$ cat src/vss_pkg.sv
// vss_pkg: constants, field layouts, states and carriers of the voltage scan sequencer.
// assumes a 100 MHz system clock; voltages are signed counts of the output DAC.
package vss_pkg;
  localparam int unsigned CLK_HZ = 100_000_000;
  localparam int unsigned V_W = 24;
  localparam int unsigned DUR_W = 16;
  localparam int unsigned ADDR_W = 8;
  localparam int unsigned NKEY = 9;
  localparam int unsigned NRANGE = 3;
  // long press that arms a scan
  localparam int unsigned ARM_HOLD_MS = 2000;
  localparam int unsigned ARM_HOLD_CYC = ARM_HOLD_MS * (CLK_HZ / 1000);
  // how long the ready message stays up before the begin voltage is shown
  localparam int unsigned READY_MS = 500;
  localparam int unsigned READY_CYC = READY_MS * (CLK_HZ / 1000);
  // ramp update rate
  localparam int unsigned TICK_HZ = 1000;
  localparam int unsigned TICK_CYC = CLK_HZ / TICK_HZ;

  localparam logic [ADDR_W-1:0] A_SETP = 8'h00;
  localparam logic [ADDR_W-1:0] A_STAT = 8'h04;
  localparam logic [ADDR_W-1:0] A_OUTV = 8'h08;
  localparam logic [ADDR_W-1:0] A_BEGV = 8'h0C;
  localparam logic [ADDR_W-1:0] A_ENDV = 8'h10;
  localparam logic [ADDR_W-1:0] A_DURS = 8'h14;
  localparam logic [ADDR_W-1:0] A_SCFG = 8'h18;

  localparam logic [V_W-1:0] V_ZERO = 24'h000000;
  localparam logic [DUR_W-1:0] DUR_RST = 16'h000A;
  localparam logic [1:0] RANGE_RST = 2'h0;
  localparam logic [1:0] RANGE_MAX = 2'h2;

  typedef enum logic [2:0] {P_RANGE, P_BEGIN, P_END, P_DUR, P_SHAPE, P_REPEAT, P_DISP} vss_param_t;
  typedef enum logic [2:0] {M_NORMAL, M_SETUP, M_READY, M_ARMED, M_RUN} vss_mode_t;
  typedef enum logic [1:0] {R_IDLE, R_MUL, R_DIV, R_LOAD} vss_ramp_t;
  typedef enum logic [3:0] {T_NONE, T_RANGE, T_BEGIN, T_END, T_DUR, T_SHAPE, T_REPEAT, T_DISP, T_READY} vss_tag_t;

  typedef struct packed {
    logic sense;
    logic iso;
    logic arm;
    logic right;
    logic left;
    logic up;
    logic down;
    logic cancel;
    logic confirm;
  } vss_keys_t;

  typedef struct packed {
    logic remote_sense;
    logic sense_active;
    logic fault;
    logic scan_armed;
    logic entry_waiting;
  } vss_lamps_t;
endpackage

$ cat src/vss_seq.sv
// vss_seq: output configuration, front-panel scan setup menu and timed linear ramp of the setpoint.
// assumes raw key and short-detect levels from the panel (asynchronous) and a numeric entry
// value from the digit-entry logic on sys_clk; software uses the plain register port.
//
// Implementation choices: the plain strobed port and the register addresses.
`timescale 1ns/1ps
`default_nettype none
module vss_seq
  import vss_pkg::*;
#(
  parameter int unsigned HOLD_CYC = ARM_HOLD_CYC,
  parameter int unsigned RDY_CYC = READY_CYC,
  parameter int unsigned TK_CYC = TICK_CYC,
  parameter int unsigned TK_HZ = TICK_HZ
) (
  input wire logic sys_clk, // system clock
  input wire logic nrst, // async reset, active low
  input wire logic ce, // clock enable, freezes all state when low
  input wire vss_keys_t keys_i, // raw panel keys, high while pressed
  input wire logic short_i, // raw output short detector
  input wire logic [V_W-1:0] entry_value, // numeric entry value, same clock
  input wire logic [ADDR_W-1:0] addr, // register address
  input wire logic [31:0] wdata, // register write data
  input wire logic wr_stb, // register write strobe
  input wire logic rd_stb, // register read strobe
  output logic [31:0] rdata, // read data, cycle after rd_stb
  output vss_lamps_t lamps, // indicator lamps
  output logic remote_sense, // sense loop at sense terminals
  output logic ground_connect, // low terminal tied to chassis
  output logic [V_W-1:0] setpoint, // output setpoint to the DAC
  output logic [V_W-1:0] disp_value, // numeric display value
  output vss_tag_t disp_tag, // display prefix or message
  output logic scan_busy // scan is running
);
  localparam int unsigned P_W = 32;
  localparam int unsigned PR_W = V_W + 1 + P_W;
  localparam int unsigned NPIN = NKEY + 1;
  localparam int unsigned DC_W = $clog2(PR_W + 1);

  // pin synchronisers: three flops, a level is taken once the second and third agree
  logic [NPIN-1:0] pin_raw;
  logic [NPIN-1:0] s1_r, s2_r, s3_r, stab_r, hit_r;
  assign pin_raw = {keys_i, short_i};
  genvar g;
  generate
    for (g = 0; g < NPIN; g++) begin : g_sync
      always_ff @(posedge sys_clk or negedge nrst) begin
        if (!nrst) begin
          s1_r[g] <= 1'b0;
          s2_r[g] <= 1'b0;
          s3_r[g] <= 1'b0;
          stab_r[g] <= 1'b0;
          hit_r[g] <= 1'b0;
        end else if (ce) begin
          s1_r[g] <= pin_raw[g];
          s2_r[g] <= s1_r[g];
          s3_r[g] <= s2_r[g];
          if (s2_r[g] == s3_r[g])
            stab_r[g] <= s3_r[g];
          hit_r[g] <= (s2_r[g] == s3_r[g]) && s3_r[g] && !stab_r[g];
        end
      end
    end
  endgenerate

  vss_keys_t kp, kl;
  assign kp = vss_keys_t'(hit_r[NPIN-1:1]);
  assign kl = vss_keys_t'(stab_r[NPIN-1:1]);

  // configuration and scan parameters
  logic remote_r, ground_r, shape_r, repeat_r, disp_on_r;
  logic [1:0] range_r;
  logic [V_W-1:0] begv_r, endv_r, setp_r, out_r, dval_r;
  logic [DUR_W-1:0] dur_r;
  vss_mode_t mode_r;
  vss_param_t par_r;
  vss_tag_t tag_r;
  logic [31:0] hold_r, rdy_r;
  logic armed_long_r;

  wire in_setup = (mode_r == M_SETUP);
  wire updn = kp.up | kp.down;
  wire range_chg = in_setup && (par_r == P_RANGE) && updn;
  wire commit = in_setup && kp.confirm;
  wire long_hit = kl.arm && !armed_long_r && (hold_r == HOLD_CYC - 1);
  wire brief_rel = !kl.arm && (hold_r != '0) && !armed_long_r;
  wire bus_wr_setp = wr_stb && (addr == A_SETP);

  wire [1:0] range_up = (range_r == RANGE_MAX) ? RANGE_RST : range_r + 2'h1;
  wire [1:0] range_dn = (range_r == RANGE_RST) ? RANGE_MAX : range_r - 2'h1;
  wire vss_param_t par_fwd = (par_r == P_DISP) ? P_RANGE : vss_param_t'(par_r + 3'h1);
  wire vss_param_t par_bwd = (par_r == P_RANGE) ? P_DISP : vss_param_t'(par_r - 3'h1);

  always_ff @(posedge sys_clk or negedge nrst) begin
    if (!nrst) begin
      remote_r <= 1'b0;
      ground_r <= 1'b0;
    end else if (ce) begin
      if (kp.sense)
        remote_r <= !remote_r;
      if (kp.iso)
        ground_r <= !ground_r;
    end
  end

  always_ff @(posedge sys_clk or negedge nrst) begin
    if (!nrst) begin
      range_r <= RANGE_RST;
      begv_r <= V_ZERO;
      endv_r <= V_ZERO;
      dur_r <= DUR_RST;
      shape_r <= 1'b0;
      repeat_r <= 1'b0;
      disp_on_r <= 1'b1;
    end else if (ce && in_setup) begin
      if (range_chg) begin
        range_r <= kp.up ? range_up : range_dn;
        begv_r <= V_ZERO;
        endv_r <= V_ZERO;
      end
      if (commit && par_r == P_BEGIN)
        begv_r <= entry_value;
      if (commit && par_r == P_END)
        endv_r <= entry_value;
      if (commit && par_r == P_DUR)
        dur_r <= entry_value[DUR_W-1:0];
      if (updn && par_r == P_SHAPE)
        shape_r <= !shape_r;
      if (updn && par_r == P_REPEAT)
        repeat_r <= !repeat_r;
      if (updn && par_r == P_DISP)
        disp_on_r <= !disp_on_r;
    end
  end

  // arm key timing: a release before the hold time is a brief press
  always_ff @(posedge sys_clk or negedge nrst) begin
    if (!nrst) begin
      hold_r <= '0;
      armed_long_r <= 1'b0;
    end else if (ce) begin
      if (!kl.arm) begin
        hold_r <= '0;
        armed_long_r <= 1'b0;
      end else if (long_hit) begin
        armed_long_r <= 1'b1;
      end else if (!armed_long_r) begin
        hold_r <= hold_r + 32'h1;
      end
    end
  end

  // ramp engine
  logic [P_W-1:0] nh_r, n_r, pos_r;
  logic [31:0] tick_r;
  logic down_half_r;
  logic [PR_W-1:0] quo_r;
  logic [P_W:0] rem_r;
  logic [DC_W-1:0] dcnt_r;
  logic span_neg_r;
  logic [V_W:0] span_mag_r;
  vss_ramp_t rs_r;

  wire [V_W:0] span = {endv_r[V_W-1], endv_r} - {begv_r[V_W-1], begv_r};
  wire [P_W-1:0] n_total = P_W'(dur_r) * P_W'(TK_HZ);
  // a two-way scan halves the tick budget so both legs are the same length
  wire [P_W-1:0] nh_start = shape_r ? (n_total >> 1) : n_total;
  wire tick = (tick_r == TK_CYC - 1);
  wire [P_W:0] rem_sh = {rem_r[P_W-1:0], quo_r[PR_W-1]};
  wire rem_ge = rem_sh >= {1'b0, nh_r};
  wire [V_W:0] q_lo = quo_r[V_W:0];
  wire [V_W:0] ramp_sum = {begv_r[V_W-1], begv_r} + (span_neg_r ? -q_lo : q_lo);
  // an empty leg ends on its first load, since the tick count can never meet a zero leg length
  wire last_tick = (nh_r == '0) || ((n_r == nh_r) && (!shape_r || down_half_r));
  wire start_run = (mode_r == M_ARMED) && kp.confirm;
  wire ramp_done = (rs_r == R_LOAD) && last_tick;

  always_ff @(posedge sys_clk or negedge nrst) begin
    if (!nrst) begin
      rs_r <= R_IDLE;
      tick_r <= '0;
      n_r <= '0;
      nh_r <= '0;
      pos_r <= '0;
      down_half_r <= 1'b0;
      quo_r <= '0;
      rem_r <= '0;
      dcnt_r <= '0;
      span_neg_r <= 1'b0;
      span_mag_r <= '0;
    end else if (ce) begin
      if (mode_r != M_RUN || start_run) begin
        tick_r <= '0;
        n_r <= '0;
        down_half_r <= 1'b0;
        nh_r <= nh_start;
        span_neg_r <= span[V_W];
        span_mag_r <= span[V_W] ? -span : span;
        rs_r <= R_IDLE;
      end else begin
        tick_r <= tick ? '0 : tick_r + 32'h1;
        unique case (rs_r)
          R_IDLE: if (tick) begin
            // position within the current leg; the down leg counts back toward begin
            pos_r <= down_half_r ? nh_r - n_r - 32'h1 : n_r + 32'h1;
            n_r <= n_r + 32'h1;
            rs_r <= R_MUL;
          end
          R_MUL: begin
            quo_r <= PR_W'(span_mag_r) * PR_W'(pos_r);
            rem_r <= '0;
            dcnt_r <= DC_W'(PR_W);
            rs_r <= (nh_r == '0) ? R_LOAD : R_DIV;
          end
          R_DIV: begin
            // restoring divide by the leg length, one quotient bit a cycle
            rem_r <= rem_ge ? rem_sh - {1'b0, nh_r} : rem_sh;
            quo_r <= {quo_r[PR_W-2:0], rem_ge};
            dcnt_r <= dcnt_r - 1'b1;
            if (dcnt_r == 1)
              rs_r <= R_LOAD;
          end
          R_LOAD: begin
            rs_r <= R_IDLE;
            if (n_r == nh_r && shape_r && !down_half_r) begin
              down_half_r <= 1'b1;
              n_r <= '0;
            end else if (last_tick) begin
              n_r <= '0;
              down_half_r <= 1'b0;
            end
          end
          default: rs_r <= R_IDLE;
        endcase
      end
    end
  end

  // setpoint value the ramp loads this cycle; an empty duration jumps straight to the end, or to begin in a two-way scan
  wire [V_W-1:0] ramp_val = (nh_r == '0) ? (shape_r ? begv_r : endv_r) : ramp_sum[V_W-1:0];
  wire ramp_load = (mode_r == M_RUN) && (rs_r == R_LOAD);

  // operating mode, menu position and ready timer
  always_ff @(posedge sys_clk or negedge nrst) begin
    if (!nrst) begin
      mode_r <= M_NORMAL;
      par_r <= P_RANGE;
      rdy_r <= '0;
    end else if (ce) begin
      if (kp.right && in_setup)
        par_r <= par_fwd;
      if (kp.left && in_setup)
        par_r <= par_bwd;
      if (long_hit && mode_r != M_RUN) begin
        mode_r <= M_READY;
        rdy_r <= '0;
      end else begin
        unique case (mode_r)
          M_NORMAL: if (brief_rel) begin
            mode_r <= M_SETUP;
            par_r <= P_RANGE;
          end
          M_SETUP: if (kp.cancel)
            mode_r <= M_NORMAL;
          M_READY: begin
            rdy_r <= rdy_r + 32'h1;
            if (rdy_r == RDY_CYC - 1)
              mode_r <= M_ARMED;
          end
          M_ARMED: if (kp.cancel)
            mode_r <= M_NORMAL;
          else if (start_run)
            mode_r <= M_RUN;
          M_RUN: if (kp.cancel || (ramp_done && !repeat_r))
            mode_r <= M_NORMAL;
          default: mode_r <= M_NORMAL;
        endcase
      end
    end
  end

  always_ff @(posedge sys_clk or negedge nrst) begin
    if (!nrst) begin
      setp_r <= V_ZERO;
      out_r <= V_ZERO;
    end else if (ce) begin
      if (bus_wr_setp)
        setp_r <= wdata[V_W-1:0];
      if (ramp_load)
        out_r <= ramp_val;
      else if (bus_wr_setp && mode_r != M_RUN)
        out_r <= wdata[V_W-1:0];
    end
  end

  // display selection; a frozen display keeps its last value through the scan
  vss_tag_t tag_nxt;
  logic [V_W-1:0] dval_nxt;
  always_comb begin
    tag_nxt = T_NONE;
    dval_nxt = dval_r;
    unique case (mode_r)
      M_SETUP: begin
        unique case (par_r)
          P_RANGE: begin
            tag_nxt = T_RANGE;
            dval_nxt = V_W'(range_r);
          end
          P_BEGIN: begin
            tag_nxt = T_BEGIN;
            dval_nxt = begv_r;
          end
          P_END: begin
            tag_nxt = T_END;
            dval_nxt = endv_r;
          end
          P_DUR: begin
            tag_nxt = T_DUR;
            dval_nxt = V_W'(dur_r);
          end
          P_SHAPE: begin
            tag_nxt = T_SHAPE;
            dval_nxt = V_W'(shape_r);
          end
          P_REPEAT: begin
            tag_nxt = T_REPEAT;
            dval_nxt = V_W'(repeat_r);
          end
          P_DISP: begin
            tag_nxt = T_DISP;
            dval_nxt = V_W'(disp_on_r);
          end
          default: tag_nxt = T_NONE;
        endcase
      end
      M_READY: tag_nxt = T_READY;
      M_ARMED: dval_nxt = begv_r;
      M_RUN: dval_nxt = (disp_on_r && ramp_load) ? ramp_val : dval_r;
      M_NORMAL: dval_nxt = ramp_load ? ramp_val : out_r;
      default: tag_nxt = T_NONE;
    endcase
  end

  always_ff @(posedge sys_clk or negedge nrst) begin
    if (!nrst) begin
      tag_r <= T_NONE;
      dval_r <= V_ZERO;
    end else if (ce) begin
      tag_r <= tag_nxt;
      dval_r <= dval_nxt;
    end
  end

  // register read port
  logic [31:0] rd_mux, rdata_r;
  wire [31:0] stat_w = {20'h00000, 1'b0, mode_r, par_r, 1'b0, stab_r[0], ground_r, remote_r};
  always_comb begin
    unique case (addr)
      A_SETP: rd_mux = {{(32-V_W){setp_r[V_W-1]}}, setp_r};
      A_STAT: rd_mux = stat_w;
      A_OUTV: rd_mux = {{(32-V_W){out_r[V_W-1]}}, out_r};
      A_BEGV: rd_mux = {{(32-V_W){begv_r[V_W-1]}}, begv_r};
      A_ENDV: rd_mux = {{(32-V_W){endv_r[V_W-1]}}, endv_r};
      A_DURS: rd_mux = {16'h0000, dur_r};
      A_SCFG: rd_mux = {27'h0000000, disp_on_r, repeat_r, shape_r, range_r};
      default: rd_mux = 32'h00000000;
    endcase
  end

  always_ff @(posedge sys_clk or negedge nrst) begin
    if (!nrst)
      rdata_r <= 32'h00000000;
    else if (ce)
      rdata_r <= rd_stb ? rd_mux : 32'h00000000;
  end

  assign rdata = rdata_r;
  assign remote_sense = remote_r;
  assign ground_connect = ground_r;
  assign lamps.remote_sense = remote_r;
  assign lamps.sense_active = remote_r;
  assign lamps.fault = stab_r[0];
  assign lamps.scan_armed = (mode_r == M_READY) || (mode_r == M_ARMED);
  assign lamps.entry_waiting = (mode_r == M_ARMED);
  assign setpoint = out_r;
  assign disp_value = dval_r;
  assign disp_tag = tag_r;
  assign scan_busy = (mode_r == M_RUN);
endmodule
`default_nettype wire

$ cat config.mk
export PLATFORM = sky130hd
export DESIGN_NAME = vss_seq
export DESIGN_NICKNAME = d
export VERILOG_FILES = /design/src/vss_pkg.sv /design/src/vss_seq.sv
export SDC_FILE = /design/constraint.sdc
export NUM_CORES = 2
export LEC_CHECK = 0
export ABC_AREA = 1
export BUFFER_PORTS_ARGS = -buffer_cell sky130_fd_sc_hd__buf_2
export CORE_UTILIZATION = 40
export CTS_BUF_LIST = sky130_fd_sc_hd__clkbuf_4 sky130_fd_sc_hd__clkbuf_8 sky130_fd_sc_hd__clkbuf_16
export CTS_CLUSTER_SIZE = 28
export DETAILED_ROUTE_END_ITERATION = 8
export RECOVER_POWER = 25
export SYNTH_ARGS = -nofsm -noshare
export SYNTH_HDL_FRONTEND = slang
export SYNTH_SLANG_ARGS = --single-unit
$ cat constraint.sdc
create_clock -name sys_clk -period 7.1 [get_ports sys_clk]
set_input_delay 0.71 -clock sys_clk [delete_from_list [all_inputs] [get_ports sys_clk]]
set_output_delay 0.71 -clock sys_clk [all_outputs]
set_load 0.005 [all_outputs]
Word level (Yosys, flattened, before mapping) --
Index checks and enable logic that the tools add are counted.
Word-level totals: input bits 79, bits in latches 0, bits in registers 550, memories kept 0, output and inout bits 92, ROM bits 0, bits in writable memories 0
Operators by class: reduce and logical (&&, ||, !) cells 112, eq/ne operators 49, bitwise gates (word level) 2, add/sub/neg operators 16, magnitude comparators 1, multipliers 2, mux-type cells 64, shift-type cells 0, divide/modulo/power cells 0
Operator list (count):
- $mux W32 | 14
- $mux W24 | 10
- $pmux W32 S7 | 1
- $pmux W24 S7 | 1
- $add A32 B1 Y32 const B | 4
- $pmux W32 S2 | 2
- $pmux W57 S2 | 1
- $pmux W24 S4 | 1
- $sub A32 B32 Y32 | 2
- $mul A25 B32 Y57 | 1
- $reduce_and A2 Y1 | 24
- $logic_and A1 B1 Y1 | 43
- $mux W3 | 14
- $ge A33 B32 Y1 | 1
- $eq A32 B17 Y1 const B | 1
- $eq A32 B26 Y1 const B | 1
- $eq A32 B28 Y1 const B | 1
- $eq A32 B32 Y1 | 1
- $logic_not A32 Y1 | 1
- $reduce_bool A32 Y1 | 1
- $sub A32 B1 Y32 const B | 1
- $mux W26 | 1
- $mux W25 | 1
- $neg A25 Y25 | 1
- 47 further kinds | 117

Longest topological paths before layout --
word-level depth 10, depth in mapped cells 33, gate-level depth less buffers 31

Least setup slack after synthesis --
Ideal clock, no wire load.
path kind reg2reg, start reg pos_r[13], end reg quo_r[35], period minus slack after synthesis 6339 ps, setup time 123 ps, path slack 761 ps, arrival 6216 ps, stages on the path, launching flop included 26, data required time 6977 ps, path buffers 2, cells stage by stage dfrtp_1 clkbuf_1 clkbuf_1 nand2_1 fa_1 inv_1 fa_1 inv_1 fa_1 fa_1 fa_1 inv_1 fa_1 inv_1 fa_1 inv_1 ha_1 nand2_1 nor2_1 inv_1 nor4_1 a21oi_1 o21ai_0 a21oi_1 o21ai_0 nand2_1
Between the ends: longest elaborated chain between the ends 2
Ends and longest elaborated chain:
- start: declaration | RTL line vss_seq.sv:154 | logic [P_W-1:0] nh_r, n_r, pos_r;
- start signal: assignment | RTL line vss_seq.sv:205 | pos_r <= down_half_r ? nh_r - n_r - 32'h1 : n_r + 32'h1;
- $mul A25 B32 Y57 | RTL line vss_seq.sv:210 | quo_r <= PR_W'(span_mag_r) * PR_W'(pos_r);
- $pmux W57 S2 | RTL line vss_seq.sv:202 | unique case (rs_r)
- end signal: assignment | RTL line vss_seq.sv:210
- end signal: assignment | RTL line vss_seq.sv:218 | quo_r <= {quo_r[PR_W-2:0], rem_ge};
- end: declaration | RTL line vss_seq.sv:157 | logic [PR_W-1:0] quo_r;
Every way passes these cells. A chain may end at the register's enable or synchronous reset.

Worst setup path in the final report --
start reg span_mag_r[10], end reg quo_r[27]
Between the ends: longest elaborated chain between the ends 2
Ends and longest elaborated chain:
- start: declaration | RTL line vss_seq.sv:161 | logic [V_W:0] span_mag_r;
- start signal: assignment | RTL line vss_seq.sv:198 | span_mag_r <= span[V_W] ? -span : span;
- $mul A25 B32 Y57 | RTL line vss_seq.sv:210
- $pmux W57 S2 | RTL line vss_seq.sv:202
Every way passes these cells.

==> flow_summary.json <==
{
  "p_clk_share_pct": 14.7,
  "fp.dieH_microns": 404,
  "global_route.usage.met3_pct": 4.42,
  "critPathRequiredTime_ps": 7600,
  "area_growth_pct": 10.1,
  "rsz0062_at_grt": "yes",
  "period_needed_ps": 6840,
  "drt_iter0_markers": 5054,
  "vdd_ir_drop_max_mv": 0.449,
  "fillers": 16200,
  "reg2reg_depth": 22,
  "place_ws_ps": -20.1,
  "yosys.area_share.simple_pct": 21.7,
  "r2r-end": "quo_r[27]",
  "switchingPower_mw": 13.9,
  "drcViolationCount": 0,
  "synth_compound_area_share_pct": 10.9,
  "synth-main-ff-cell": "dfrtp_1",
  "period_share_pct": 96.3,
  "endpoint": "quo_r[27]",
  "max-cap-violations": 3,
  "grt_use_met1_pct": 36.6,
  "violations": "max-capacitance violations, max-slew violations",
  "grt_pass1_vias": 57800,
  "vias": 57700,
  "rr_startpoint": "span_mag_r[10]",
  "grt_pass1_wl_microns": 333000,
  "cts.clk_slew.worst_paths_ps": 70,
  "yosysSeqAreaShare_pct": 20.6,
  "insertion_delay_ps": 670,
  "total_power_mw": 25.5,
  "worstSetupStartpointType": "flop",
  "fin_worst_skew_ps": 57.8,
  "fin_ws_ps": 262,
  "wl_microns": 210000,
  "core_sq_um": 161000,
  "worst_ep_arrival_time_ps": 7340,
  "drive_gt1_share_pct": 8.30,
  "root_buffer": "clkbuf_16",
  "io_buffers": 162,
  "finalHoldViolations": 0,
  "routabilityCongestion": 0.956,
  "cts.sinks": 534,
  "dieArea_sq_um": 163000,
  "synth.distinct_cells": 71,
  "synth_fa_ha_area_share_pct": 30.2,
  "nets": 9931,
  "synth_top_family_by_area": "adder cells",
  "crit_start": "span_mag_r[10]",
  "htreeDepth": 3,
  "yosys_warnings": 0,
  "synth_area_sq_um": 64700,
  "placed_cells": 10800,
  "worst-setup-path-type": "flop to flop",
  "via_per_inst": 5.27,
  "antenna_found_initial": 5,
  "p_sw_share_pct": 54.6,
  "drv_slew": 345,
  "syn_nets": 9828,
  "multi_input_area_sq_um": 42700,
  "postLayoutCellArea_sq_um": 71300,
  "cts_tree": "built",
  "p_per_area_nw_per_um2": 357,
  "numCtsBuffers": 69,
  "grt_max_degree": 152,
  "synth_mux_area_share_pct": 0.446,
  "finalNonFillerCells": 10900,
  "hp-class": "input port to flop",
  "row_count": 147,
  "setup_violations": 0,
  "slew_headroom_pct": -221,
  "synth_xor_area_share_pct": 2.68,
  "first_pass_iters": 6,
  "internal-power_mw": 11.6,
  "status": "complete, but fails checks",
  "start_util_pct": 40.3,
  "tightest_slew_ps": 4810,
  "seq_area_sq_um": 13400,
  "hpwl_microns": 168000,
  "combPwrFrac_pct": 68.9,
  "cellLeakagePower_nw": 38.6,
  "grt_use_total_pct": 26.0,
  "syn_area_per_cell_sq_um": 7.50,
  "cp-end-kind": "flop",
  "gr-max-usage-layer": "met2",
  "cp_max_fo": 10,
  "power_frac_seq_pct": 16.4,
  "reg2reg_slack_ps": 260,
  "synth-edff-count": 0,
  "grt_use_met2_pct": 40.3,
  "postSynth.asyncResetShare_pct": 100,
  "clk_path_buf_depth": 3,
  "grt-ovfl-total": 0,
  "postPlaceCellArea_sq_um": 68800,
  "syn-instance-count": 8633,
  "cts_hold_buffers": 0,
  "die_w_microns": 404,
  "drt.antenna.violating_nets": 0,
  "wire_per_inst_microns": 19.2,
  "fmax_mhz": 146,
  "pin_count": 171,
  "synth_seq_cells": 534
}
-- cell families after synthesis --
logic type                 after synthesis
and+or+nand+nor                       3325
buffers and inverters                 2256
AOI/OAI and AO/OA                     1178
adders and majority gates             1116
DFF                                    534
xor gates and xnor gates               198
muxes                                   26
-- cell usage in the layout, fill, tap and decap left out, types with 34 or more instances in the layout --
cell type     n
nand2_1    2196
inv_1      1869
fa_1        745
dfrtp_1     509
nor2_1      414
ha_1        370
o21ai_0     361
nand3_1     313
a21oi_1     284
buf_4       188
buf_2       161
xor2_1      148
o22ai_1     139
nand4_1     109
nor3_1      107
clkbuf_16    71
nor4_1       62
a22oi_1      50
xnor2_1      49
a31oi_1      44
o21ai_1      43
o211ai_1     34
-- registers in the layout, summed over array words and instances (netlist names), 25 cells and up --
| register | cells |
|---|---|
| quo_r | 57 |
| hold_r | 32 |
| n_r | 32 |
| pos_r | 32 |
| rdy_r | 32 |
| rem_r | 32 |
| tick_r | 32 |
| span_mag_r | 25 |
-- worst min path at each step --
stage | start | endpoint | depth (start not counted)
2_1_floorplan | nrst | armed_long_r | 0
3_3_place_gp | s1_r[4] | s1_r[4] | 2
3_5_place_dp | s1_r[9] | s1_r[9] | 2
4_1_cts | nrst | s1_r[2] | 1
5_1_grt | keys_i[8] | s1_r[9] | 3
6_report | short_i | s1_r[0] | 3
-- cell usage after synthesis, drive strengths merged (30+ instances only) --
cell type	count	area share [%]
nand2	2210	13
buf	83	0.83
ha	371	7.2
nor3	114	0.95
o211ai	34	0.39
fa	745	23
dfrtp	531	21
nor4	66	0.69
xnor2	49	0.66
a22oi	50	0.58
xor2	149	2.0
clkbuf	276	1.6
o21bai	31	0.36
nand3	326	2.6
inv	1892	11
nand4	126	1.4
o22ai	139	1.3
a221oi	30	0.41
a21oi	300	2.4
nor2	437	2.7
o21ai	427	3.4
a31oi	44	0.43
o221ai	32	0.43
-- power by group through the flow --
| stage | clock network (mW) | registers, mW | logic, mW |
|---|---|---|---|
| after floorplan | 0 | 3.78 | 10.9 |
| after global placement | 0 | 4.17 | 17.1 |
| after detailed placement | 0 | 4.18 | 17.1 |
| after CTS | 3.82 | 4.13 | 17.3 |
| after global routing | 3.92 | 4.19 | 19.4 |
| final | 3.74 | 4.18 | 17.6 |
-- metal layers --
layer	part of all wire [%]	vias to the layer above
li1	-	27000
met1	45	28200
met2	44	2116
met3	7.6	325
met4	3.6	4
met5	0.010	-
-- worst max-delay path, stage by stage (launching register included) --
cell,delay [ps]
dfrtp_2,600
nand2_1,140
fa_1,530
fa_1,600
inv_1,70
fa_1,490
inv_1,50
fa_1,530
inv_1,50
fa_1,470
fa_1,530
inv_1,70
fa_1,510
inv_1,60
ha_1,310
a21oi_1,240
o21ai_0,170
a21boi_1,250
o21ai_0,160
a21oi_1,210
buf_4,150
xor2_1,310
o21ai_0,140
-- through the flow --
| step | hold slack [ps] | util [%] | TNS, ps |
|---|---|---|---|
| final | 250 | 44.4 | 0 |
| after global routing | 231 | 44.4 | -20.5 |
| after CTS | 45.9 | 44.4 | 0 |
| after detailed placement | 459 | 42.9 | -20.1 |
| after global placement | 453 | 42.9 | 0 |
| after floorplan | 414 | - | 0 |
-- repair_timing --
action	CTS	global route
setup buffers	0	1
pin swaps	0	0
setup endpoints to repair	1	27
cloned	0	0
gates resized for setup	5	40
-- area by class of cell --
| cell class | count | share of cell area, % |
|---|---|---|
| diodes | 1 | 0.00351 |
| repair buffers | 391 | 4.14 |
| well taps | 2160 | 3.79 |
| multi-input cells | 5843 | 59.9 |
| clock buffers | 101 | 2.91 |
| inverters | 1897 | 9.99 |
| clock inverters | 22 | 0.455 |
| flip-flops and latches | 534 | 18.8 |
(Power assumes the default switching activity.)
